===== config.mk =====
export PLATFORM = sky130hd
export DESIGN_NAME = dfs_top
export DESIGN_NICKNAME = d
export VERILOG_FILES = /design/src/core/dfs_pkg.sv /design/src/core/dfs_top.sv
export SDC_FILE = /design/constraint.sdc
export NUM_CORES = 1
export LEC_CHECK = 0
export BUFFER_PORTS_ARGS = -buffer_cell sky130_fd_sc_hd__buf_2
export CORE_ASPECT_RATIO = 2
export CORE_MARGIN = 2
export CORE_UTILIZATION = 45
export CTS_CLUSTER_DIAMETER = 80
export DETAILED_ROUTE_END_ITERATION = 12
export SLEW_MARGIN = 20
export SYNTH_ARGS = -nofsm -noshare
export SYNTH_HDL_FRONTEND = slang
export SYNTH_SLANG_ARGS = --single-unit

===== constraint.sdc =====
create_clock -name clk -period 12.05 [get_ports clk]
set_input_delay 2.41 -clock clk [delete_from_list [all_inputs] [get_ports clk]]
set_output_delay 2.41 -clock clk [all_outputs]
set_load 0.03 [all_outputs]

===== src/core/dfs_pkg.sv =====
// package for the drive fault supervisor: register map, field codes, timing
// assumes a 25 MHz system clock and 32-bit apb registers
package dfs_pkg;
   localparam int CLK_HZ = 25000000;
   localparam int TICK_MS = 1;
   localparam int TICK_CYC = CLK_HZ / 1000 * TICK_MS;
   localparam int RESTART_RUN_MIN = 10;
   localparam int RESTART_RUN_MS = RESTART_RUN_MIN * 60 * 1000;
   // register byte offsets
   localparam logic [7:0] REG_LOSS_CFG = 8'h00;
   localparam logic [7:0] REG_RESTART_CFG = 8'h04;
   localparam logic [7:0] REG_TORQUE_CFG = 8'h08;
   localparam logic [7:0] REG_OUT_CFG = 8'h0C;
   localparam logic [7:0] REG_STATUS = 8'h10;
   localparam logic [7:0] REG_CONTROL = 8'h14;
   // loss config: [0] response sel, [10:1] fallback pct x10, [19:11] window ms
   localparam logic [31:0] LOSS_CFG_RST = 32'h0000_A640;
   // restart cfg: [3:0] limit, [4] fault out en, [17:5] interval x100 ms
   localparam logic [31:0] RESTART_CFG_RST = 32'h0000_0C80;
   // torque cfg: [3:0] sel, [12:4] level pct, [19:13] time x100 ms
   localparam logic [31:0] TORQUE_CFG_RST = 32'h0000_2960;
   localparam logic [9:0] LOSS_WIN_MIN = 10'h014;
   localparam logic [9:0] LOSS_WIN_MAX = 10'h190;
   localparam logic [9:0] PCT_FULL = 10'h3E8;
   localparam logic [3:0] LIMIT_MAX = 4'hA;
   localparam logic [12:0] INTERVAL_MIN = 13'h0005;
   localparam logic [12:0] INTERVAL_MAX = 13'h1770;
   localparam logic [8:0] LEVEL_MAX = 9'h12C;
   localparam logic [6:0] TQ_TIME_MAX = 7'h64;
   localparam logic [8:0] HYST_PCT = 9'h00A;
   // multi-function output codes
   localparam logic [4:0] MO_LOSS = 5'h09;
   localparam logic [4:0] MO_FAULT = 5'h0B;
   localparam logic [4:0] MO_RESTART = 5'h0E;
   localparam logic [4:0] MO_TQ1 = 5'h12;
   localparam logic [4:0] MO_TQ2 = 5'h14;
   localparam int NUM_MO = 4;
   // restart sequencer states
   typedef enum logic [2:0] {
      DFS_IDLE = 3'b000,
      DFS_DIAG = 3'b001,
      DFS_WAIT = 3'b010,
      DFS_SEARCH = 3'b011,
      DFS_LOCK = 3'b100
   } dfs_state_t;
endpackage


===== src/core/dfs_top.sv =====
// drive fault supervisor: command loss, fault restart, torque detection
// assumes apb master on clk; drive-side inputs come from other clock domains
//
// The placing of the registers and the APB register port were decided locally.
`timescale 1ns/1ps
module dfs_top
   import dfs_pkg::*;
#(
   parameter int TICK_CYCLES = TICK_CYC,
   parameter int RUN_OK_MS = RESTART_RUN_MS
) (
   input wire logic clk,
   input wire logic reset_n,
   input wire logic psel,
   input wire logic penable,
   input wire logic pwrite,
   input wire logic [7:0] paddr,
   input wire logic [31:0] pwdata,
   output logic [31:0] prdata,
   output logic pready,
   output logic pslverr,
   input wire logic [15:0] freq_cmd_in,
   input wire logic [15:0] max_output_freq,
   input wire logic [15:0] motor2_max_output_freq,
   input wire logic motor2_sel,
   input wire logic run_cmd_in,
   input wire logic speed_agree,
   input wire logic vector_mode,
   input wire logic [8:0] current_pct,
   input wire logic [8:0] torque_pct,
   input wire logic [13:0] fault_vec,
   input wire logic other_fault,
   input wire logic diag_ok,
   input wire logic search_done,
   output logic [15:0] freq_cmd_out,
   output logic run_cmd_out,
   output logic speed_search_req,
   output logic drive_stop,
   output logic [NUM_MO-1:0] multi_out
);
   // fault_vec: ground fault, overvoltage and overcurrent in accel, decel
   // and constant speed, heatsink, motor and drive overload, both overload
   // detections, input and output phase loss; any set bit is eligible
   typedef struct packed {
      logic [31:0] loss_cfg;
      logic [31:0] restart_cfg;
      logic [31:0] torque_cfg;
      logic [19:0] out_cfg;
      logic pready;
      logic [31:0] prdata;
      logic pslverr;
      logic [14:0] tick_cnt;
      logic tick;
      logic [15:0] prev_cmd;
      logic [8:0] loss_ms;
      logic loss;
      dfs_state_t st;
      logic [3:0] attempts;
      logic [19:0] wait_ms;
      logic [19:0] ok_ms;
      logic restarted;
      logic [13:0] tq_ms;
      logic tq_event;
      logic tq_fault;
      logic [15:0] freq_out;
      logic [NUM_MO-1:0] mo;
   } dfs_state_s_t;
   dfs_state_s_t q, d;
   logic [1:0] s_run, s_agree, s_mode, s_diag, s_srch, s_oth, s_m2;
   logic [13:0] s_fv1, s_fv2;
   logic [15:0] s_cmd1, s_cmd2, s_mx1, s_mx2, s_mx21, s_mx22;
   logic [8:0] s_cu1, s_cu2, s_tq1, s_tq2;
   logic man_reset;
   logic [1:0] rst_sync_q;
   logic rst_n_i;

   // release reset through two flops
   always_ff @(posedge clk or negedge reset_n) begin
      if (!reset_n) begin
         rst_sync_q <= 2'b00;
      end else begin
         rst_sync_q <= {rst_sync_q[0], 1'b1};
      end
   end
   assign rst_n_i = rst_sync_q[1];

   // drive-side inputs cross in from other domains; only stage two is read
   always_ff @(posedge clk) begin
      s_run <= {s_run[0], run_cmd_in};
      s_agree <= {s_agree[0], speed_agree};
      s_mode <= {s_mode[0], vector_mode};
      s_diag <= {s_diag[0], diag_ok};
      s_srch <= {s_srch[0], search_done};
      s_oth <= {s_oth[0], other_fault};
      s_m2 <= {s_m2[0], motor2_sel};
      s_fv1 <= fault_vec;
      s_fv2 <= s_fv1;
      s_cmd1 <= freq_cmd_in;
      s_cmd2 <= s_cmd1;
      s_mx1 <= max_output_freq;
      s_mx2 <= s_mx1;
      s_mx21 <= motor2_max_output_freq;
      s_mx22 <= s_mx21;
      s_cu1 <= current_pct;
      s_cu2 <= s_cu1;
      s_tq1 <= torque_pct;
      s_tq2 <= s_tq1;
   end

   // scale a frequency by a tenth-percent figure
   function automatic logic [15:0] pct_of(input logic [15:0] f,
                                          input logic [9:0] p);
      logic [25:0] prod;
      prod = 26'(f) * 26'(p);
      pct_of = 16'(prod / 26'(PCT_FULL));
   endfunction

   // clamp a field into its allowed range
   function automatic logic [12:0] clamp(input logic [12:0] v,
                                         input logic [12:0] lo,
                                         input logic [12:0] hi);
      clamp = (v < lo) ? lo : ((v > hi) ? hi : v);
   endfunction

   logic resp_sel, fout_en, run_s, agree_s, diag_s, srch_s;
   logic [9:0] fb_pct;
   logic [12:0] win_ms, lim, ivl, lvl, tq_time;
   logic [8:0] meas;
   logic eligible, over, under, in_band, mon, tq_over_mode;
   logic [3:0] tsel;
   logic wr;
   logic [31:0] status;

   always_comb begin
      resp_sel = q.loss_cfg[0];
      fb_pct = 10'(clamp(13'(q.loss_cfg[10:1]), 13'h0000, 13'(PCT_FULL)));
      win_ms = clamp(13'(q.loss_cfg[19:11]), 13'(LOSS_WIN_MIN),
                     13'(LOSS_WIN_MAX));
      lim = clamp(13'(q.restart_cfg[3:0]), 13'h0000, 13'(LIMIT_MAX));
      fout_en = q.restart_cfg[4];
      ivl = clamp(q.restart_cfg[17:5], INTERVAL_MIN, INTERVAL_MAX);
      tsel = q.torque_cfg[3:0];
      lvl = clamp(13'(q.torque_cfg[12:4]), 13'h0000, 13'(LEVEL_MAX));
      tq_time = clamp(13'(q.torque_cfg[19:13]), 13'h0000,
                      13'(TQ_TIME_MAX));
      run_s = s_run[1];
      agree_s = s_agree[1];
      diag_s = s_diag[1];
      srch_s = s_srch[1];
      // level refers to torque in vector methods, current otherwise
      meas = s_mode[1] ? s_tq2 : s_cu2;
      eligible = |s_fv2;
      wr = psel && penable && pwrite;
      man_reset = wr && (paddr == REG_CONTROL) && pwdata[0];
      status = {20'h0_0000, q.tq_fault, q.tq_event, q.attempts,
                q.st, 1'b0, q.restarted, q.loss};
   end

   // main next-state logic
   always_comb begin
      d = q;
      d.pready = psel && !penable;
      d.pslverr = 1'b0;
      // apb register access; unmapped reads return zero with slverr
      if (psel && !penable) begin
         d.prdata = 32'h0000_0000;
         case (paddr)
            REG_LOSS_CFG: d.prdata = q.loss_cfg;
            REG_RESTART_CFG: d.prdata = q.restart_cfg;
            REG_TORQUE_CFG: d.prdata = q.torque_cfg;
            REG_OUT_CFG: d.prdata = 32'(q.out_cfg);
            REG_STATUS: d.prdata = status;
            REG_CONTROL: d.prdata = 32'h0000_0000;
            default: d.pslverr = 1'b1;
         endcase
      end
      if (wr) begin
         case (paddr)
            REG_LOSS_CFG: d.loss_cfg = pwdata;
            REG_RESTART_CFG: d.restart_cfg = pwdata;
            REG_TORQUE_CFG: d.torque_cfg = pwdata;
            REG_OUT_CFG: d.out_cfg = pwdata[19:0];
            default: d.out_cfg = q.out_cfg;
         endcase
      end
      // millisecond tick shared by every timer
      d.tick = 1'b0;
      if (q.tick_cnt == 15'(TICK_CYCLES - 1)) begin
         d.tick_cnt = 15'h0000;
         d.tick = 1'b1;
      end else begin
         d.tick_cnt = q.tick_cnt + 15'h0001;
      end
      // command loss: drop below 90% of the value seen a window ago; the
      // reference is frozen during a loss so only a real restore clears it
      if (q.tick) begin
         if (q.loss_ms + 9'h001 >= 9'(win_ms)) begin
            d.loss_ms = 9'h000;
            if (!q.loss) begin
               if (32'(s_cmd2) * 32'd10 < 32'(q.prev_cmd) * 32'd9) begin
                  d.loss = 1'b1;
               end else begin
                  d.prev_cmd = s_cmd2;
               end
            end else if (32'(s_cmd2) * 32'd10 >=
                         32'(q.prev_cmd) * 32'd9) begin
               d.prev_cmd = s_cmd2;
               d.loss = 1'b0;
            end
         end else begin
            d.loss_ms = q.loss_ms + 9'h001;
         end
      end
      // substitute fallback only with selection 1
      if (q.loss && resp_sel) begin
         d.freq_out = pct_of(s_m2[1] ? s_mx22 : s_mx2, fb_pct);
      end else begin
         d.freq_out = s_cmd2;
      end
      // torque detection with hysteresis and qualifying time
      tq_over_mode = (tsel >= 4'h1) && (tsel <= 4'h4);
      mon = (tsel != 4'h0) && (tsel <= 4'h8) && run_s &&
            (tsel[0] ? agree_s : 1'b1);
      over = 13'(meas) > lvl;
      under = 13'(meas) < lvl;
      in_band = tq_over_mode ? (13'(meas) + 13'(HYST_PCT) > lvl)
                             : (13'(meas) < lvl + 13'(HYST_PCT));
      if (!mon) begin
         d.tq_ms = 14'h0000;
         d.tq_event = 1'b0;
      end else if (tq_over_mode ? over : under) begin
         if (q.tick && q.tq_ms <= 14'(tq_time) * 14'd100) begin
            d.tq_ms = q.tq_ms + 14'h0001;
         end
         if (q.tq_ms > 14'(tq_time) * 14'd100) begin
            d.tq_event = 1'b1;
         end
      end else begin
         d.tq_ms = 14'h0000;
         if (!in_band) begin
            d.tq_event = 1'b0;
         end
      end
      // fault selections 3,4,7,8 stop the drive until manual reset
      if (q.tq_event && ((tsel == 4'h3) || (tsel == 4'h4) ||
                         (tsel == 4'h7) || (tsel == 4'h8))) begin
         d.tq_fault = 1'b1;
      end else if (man_reset) begin
         d.tq_fault = 1'b0;
      end
      // restart sequencer
      case (q.st)
         DFS_IDLE: begin
            if (q.restarted && run_s && q.tick) begin
               d.ok_ms = q.ok_ms + 20'h0_0001;
               if (q.ok_ms + 20'h0_0001 >= 20'(RUN_OK_MS)) begin
                  d.attempts = 4'h0;
                  d.restarted = 1'b0;
                  d.ok_ms = 20'h0_0000;
               end
            end
            if (s_oth[1]) begin
               d.st = DFS_LOCK;
            end else if (eligible && run_s) begin
               d.ok_ms = 20'h0_0000;
               d.wait_ms = 20'h0_0000;
               d.st = (13'(q.attempts) >= lim) ? DFS_LOCK : DFS_DIAG;
            end
         end
         DFS_DIAG: begin
            if (q.tick) begin
               d.wait_ms = q.wait_ms + 20'h0_0001;
            end
            if (q.wait_ms >= 20'(ivl) * 20'd100) begin
               d.st = DFS_WAIT;
            end
         end
         DFS_WAIT: begin
            if (diag_s && !eligible) begin
               d.attempts = q.attempts + 4'h1;
               d.st = DFS_SEARCH;
            end
         end
         DFS_SEARCH: begin
            if (srch_s) begin
               d.restarted = 1'b1;
               d.st = DFS_IDLE;
            end
         end
         DFS_LOCK: begin
            d.st = DFS_LOCK;
         end
         default: d.st = DFS_IDLE;
      endcase
      if (man_reset) begin
         d.attempts = 4'h0;
         d.restarted = 1'b0;
         d.st = DFS_IDLE;
      end
      // multi-function outputs
      for (int i = 0; i < NUM_MO; i++) begin
         case (q.out_cfg[i*5 +: 5])
            MO_LOSS: d.mo[i] = q.loss;
            MO_RESTART: d.mo[i] = (q.st == DFS_DIAG) || (q.st == DFS_WAIT) ||
                                  (q.st == DFS_SEARCH);
            MO_FAULT: d.mo[i] = (q.st == DFS_LOCK) || q.tq_fault ||
                                (fout_en && q.st != DFS_IDLE);
            MO_TQ1: d.mo[i] = q.tq_event;
            MO_TQ2: d.mo[i] = 1'b0;   // channel 2 not instanced
            default: d.mo[i] = 1'b0;
         endcase
      end
   end

   // state register; reset clears counters and latched flags
   always_ff @(posedge clk or negedge rst_n_i) begin
      if (!rst_n_i) begin
         q.loss_cfg <= LOSS_CFG_RST;
         q.restart_cfg <= RESTART_CFG_RST;
         q.torque_cfg <= TORQUE_CFG_RST;
         q.out_cfg <= 20'h0_0000;
         q.pready <= 1'b0;
         q.prdata <= 32'h0000_0000;
         q.pslverr <= 1'b0;
         q.tick_cnt <= 15'h0000;
         q.tick <= 1'b0;
         q.prev_cmd <= 16'h0000;
         q.loss_ms <= 9'h000;
         q.loss <= 1'b0;
         q.st <= DFS_IDLE;
         q.attempts <= 4'h0;
         q.wait_ms <= 20'h0_0000;
         q.ok_ms <= 20'h0_0000;
         q.restarted <= 1'b0;
         q.tq_ms <= 14'h0000;
         q.tq_event <= 1'b0;
         q.tq_fault <= 1'b0;
         q.freq_out <= 16'h0000;
         q.mo <= '0;
      end else begin
         q <= d;
      end
   end

   // run command is dropped while a fault sequence is active
   assign run_cmd_out = run_s && (q.st == DFS_IDLE) && !q.tq_fault;
   assign speed_search_req = (q.st == DFS_SEARCH);
   assign drive_stop = (q.st == DFS_LOCK) || q.tq_fault;
   assign freq_cmd_out = q.freq_out;
   assign multi_out = q.mo;
   assign prdata = q.prdata;
   assign pready = q.pready;
   assign pslverr = q.pslverr;

   // a manual reset returns the attempt count to zero next cycle
   attempt_clear_a: assert property (@(posedge clk) disable iff (!rst_n_i)
      man_reset |=> q.attempts == 4'h0) else $error("attempts not cleared");
   lock_limit_a: assert property (@(posedge clk) disable iff (!rst_n_i)
      (q.st == DFS_IDLE && eligible && run_s && !s_oth[1] && !man_reset &&
       13'(q.attempts) >= lim) |=> q.st == DFS_LOCK)
      else $error("limit not enforced");
   run_drop_a: assert property (@(posedge clk) disable iff (!rst_n_i)
      (q.st != DFS_IDLE) |-> !run_cmd_out) else $error("run not dropped");
   restart_gate_a: assert property (@(posedge clk) disable iff (!rst_n_i)
      (q.st == DFS_WAIT && !diag_s) |=> q.st != DFS_SEARCH)
      else $error("restart without diagnosis");
   fallback_off_a: assert property (@(posedge clk) disable iff (!rst_n_i)
      (!resp_sel && !q.loss) |=> freq_cmd_out == $past(s_cmd2))
      else $error("command not followed");
   torque_off_a: assert property (@(posedge clk) disable iff (!rst_n_i)
      (tsel == 4'h0) |=> !q.tq_event) else $error("detect when disabled");
   torque_qual_a: assert property (@(posedge clk) disable iff (!rst_n_i)
      $rose(q.tq_event) |-> $past(q.tq_ms) > 14'(tq_time) * 14'd100)
      else $error("event before time");
   search_req_a: assert property (@(posedge clk) disable iff (!rst_n_i)
      (q.st == DFS_WAIT && diag_s && !eligible && !man_reset) |=>
      speed_search_req) else $error("no speed search");
endmodule


==> flow_metrics.env <==
export IMPL_status="finished with violations"
export IMPL_violations="setup timing"
export IMPL_synth_fa_ha_area_frac=0.180
export IMPL_initial_core_util=0.453
export IMPL_synth_xor_area_frac=0.0420
export IMPL_numCtsBuffers=43
export IMPL_whs_path_depth=0
export IMPL_wl_um=103000
export IMPL_critical_path_max_stage_delay_ns=0.53
export IMPL_synth_compound_area_frac=0.164
export IMPL_power_mw=3.82
export IMPL_period_minus_slack_ns=15.45
export IMPL_muxShareOfSynthArea=0.0845
export IMPL_ys_async_sr_fraction=0.615
export IMPL_antenna_found_initial=1
export IMPL_io_pins=189
export IMPL_fin_nets=4811
export IMPL_worst_endpoint_required_ns=12.56
export IMPL_final_common_cell="buf_4"
export IMPL_powerDensity_nw_per_um2=89.0
export IMPL_mostFrequentLayoutCells="603 x buf_4, 321 x nand2_1, 269 x ha_1"
export IMPL_synth_simple_area_share=0.162
export IMPL_setup_viol=6
export IMPL_crit_top_cell="buf_6"
export IMPL_wl_per_cell_um=19.7
export IMPL_hold_viol_final=0
export IMPL_rrSetupSlack_ns=-3.40
export IMPL_tightest_slew_ns=1.08
export IMPL_clk_pin_slew_worst_paths_ns=0.07
export IMPL_rows=141
export IMPL_startpoint_type="register"
export IMPL_cp_slowest_cell="dfstp_2"
export IMPL_hold_path_end="s_fv2[8]"
export IMPL_syn_inst=3570
export IMPL_ys_ff_latch=452
export IMPL_area_delta_synth_final_pct=28.5
export IMPL_yosysWarnings=0
export IMPL_worstReg2RegStart="q[253]"
export IMPL_drive_gt1_frac=0.329
export IMPL_fin_ws_ns=-3.40
export IMPL_hpwl_um=82500
export IMPL_track_usage=0.268
export IMPL_synth_top_family_by_area="adder cells"
export IMPL_path_max_fanout=8
export IMPL_synth_flop_cell="dfrtp_1"
export IMPL_cp_data_arrival_time_ns=15.96
export IMPL_clk_path_buf_depth=3
export IMPL_ctsHtreeMaxLevel=2
export IMPL_placed_cells=5078
export IMPL_ant_nets=0
export IMPL_cts_root_buf="clkbuf_16"
export IMPL_report_final_slew_viol_count=0
export IMPL_fin_crit_sh=1.28
export IMPL_die_area_um2=76600
export IMPL_netlist_area_um2=33400
export IMPL_grt_pass1_vias=30530
export IMPL_grt_pass1_wl_um=161000
export IMPL_hold_path_startpoint="s_fv1[8]"
export IMPL_fin_hold_ws_ns=0.323
export IMPL_clk_latency_ns=0.60
export IMPL_post_drt_via_cell_ratio=5.60
export IMPL_die_w_um=197
export IMPL_fin_cells=5240
export IMPL_cp_end_kind="register"
export IMPL_hold_buffers=0
export IMPL_synth_edf_count=0
export IMPL_gr_total_overflow=0
export IMPL_multi_input_comb_area_um2=22800
export IMPL_drtIter0Drc=1083
export IMPL_fmax_ghz=0.0647
export IMPL_drcViolationCount=0
export IMPL_syn_area_per_cell_um2=9.36
export IMPL_drt_pass1_iterations=5
export IMPL_num_vias=29365
export IMPL_core_um2=73700
export IMPL_setup_tns_ns=-14.27
export IMPL_rsz0062_at_grt="true"
export IMPL_fin_skew_ns=0.0238
export IMPL_hold_path_class="register to register"
export IMPL_leakage_nw=20.3
export IMPL_port_buffers=188
export IMPL_reg2reg_depth=61
export IMPL_cts_sinks=452
export IMPL_maxSlewHeadroom=0.276
export IMPL_yosysSeqAreaShare=0.313
export IMPL_globalplace_congestion=0.992
export IMPL_irDropWorstVdd_mv=0.128
export IMPL_worstReg2RegEnd="freq_cmd_out[0]"
export IMPL_cts_tree="built"
export IMPL_n_fill_cell=6610
export IMPL_regArea_um2=10500
export IMPL_startpoint="q[253]"
export IMPL_cap_viol_max_count=0
export IMPL_critical_path_class="register to register"
export IMPL_grt_max_degree=156
export IMPL_synth_nets=4106
export IMPL_die_y_um=389
export IMPL_ys_types=126
## stage by stage
step / utilization / worst slack, ns / cell area (µm²)
after floorplan: - / -2.89 / 33700
after global placement: 0.532 / -3.79 / 39200
after detailed placement: 0.532 / -3.94 / 39200
after CTS: 0.571 / -3.19 / 42100
after global routing: 0.582 / -3.91 / 42900
final: 0.582 / -3.40 / 42900
## registers in the layout, summed over array words and instances, names as in the netlist, 4 cells and up
signal        cells
s_mx22           16
s_fv2            14
s_cmd1           16
freq_cmd_out     16
s_tq1             9
q               221
multi_out         4
s_mx21           16
s_cmd2           16
s_cu1             9
s_tq2             9
s_mx2            16
prdata           32
s_mx1            16
s_cu2             9
s_fv1            14
## power breakdown
part / switching [mW] / internal, mW / total [mW]
clock: 0.627 / 0.814 / 1.44
sequential: 0.0288 / 1.55 / 1.58
combinational: 0.432 / 0.368 / 0.800
## Yosys cell counts (all sizes together) (20+ instances only)
| cell type | number | area share |
|---|---|---|
| o211ai | 28 | 0.0072 |
| inv | 240 | 0.027 |
| a211oi | 20 | 0.0046 |
| nand3 | 90 | 0.014 |
| buf | 91 | 0.018 |
| nand2b | 57 | 0.011 |
| o21a | 27 | 0.0061 |
| nor3 | 71 | 0.012 |
| dfxtp | 174 | 0.10 |
| fa | 122 | 0.073 |
| ha | 282 | 0.11 |
| mux2i | 50 | 0.016 |
| and3 | 38 | 0.0071 |
| a21oi | 209 | 0.032 |
| dfrtp | 265 | 0.20 |
| nand4 | 31 | 0.0058 |
| xnor2 | 96 | 0.026 |
| o21ai | 218 | 0.034 |
| mux2 | 172 | 0.058 |
| clkbuf | 88 | 0.0099 |
| nand2 | 345 | 0.039 |
| nor2b | 48 | 0.0090 |
| a21o | 35 | 0.0081 |
| nor2 | 218 | 0.025 |
| a31oi | 25 | 0.0060 |
| xor2 | 59 | 0.015 |
| and2 | 89 | 0.017 |
| or3 | 20 | 0.0037 |
| o31ai | 34 | 0.0076 |
## kinds of logic after synthesis
group                    Yosys count
adder cells (fa/ha/maj)          407
XOR/XNOR                         156
AND/OR/NAND/NOR                 1093
buffers and inverters            419
flip-flops                       452
AO/OA/AOI/OAI                    805
other                              1
multiplexers                     237
## worst max-delay path by stage
stage / end
6_report: freq_cmd_out[0]
5_1_grt: freq_cmd_out[0]
3_5_place_dp: freq_cmd_out[0]
3_3_place_gp: freq_cmd_out[0]
4_1_cts: freq_cmd_out[0]
2_1_floorplan: freq_cmd_out[0]
## routing by layer
layer	vias to the layer above	routed length [µm]	GRT usage
li1	14023	-	-
met1	14282	34600	0.248
met4	0	8000	0.184
met5	-	0	0
met2	706	57400	0.535
met3	354	3220	0.0306
## repair_timing
item	in CTS	in global routing
endpoints found under the setup margin	8	8
gates resized for setup	203	119
setup buffers	44	36
pin swaps	103	84
gates cloned	2	0
## critical path: cells and delay by family (launching register included)
family / cells / cell delay [ns]
xor+xnor: 1 / 0.33
mux: 5 / 1.10
simple gates: 13 / 2.89
flops: 1 / 0.53
compound gates: 26 / 6.71
fa+ha+maj: 6 / 2.58
buf+inv: 10 / 1.20
## area by class of cell
class                      count  area share
timing repair buffer         839       0.142
clock inverter                18     0.00440
inverter                     240      0.0210
sequential                   452       0.244
multi-input combinational   2699       0.531
tap                          929      0.0271
antenna                        1   0.0000583
clock buffer                  62      0.0306
Power figures use the tool's default switching activity.
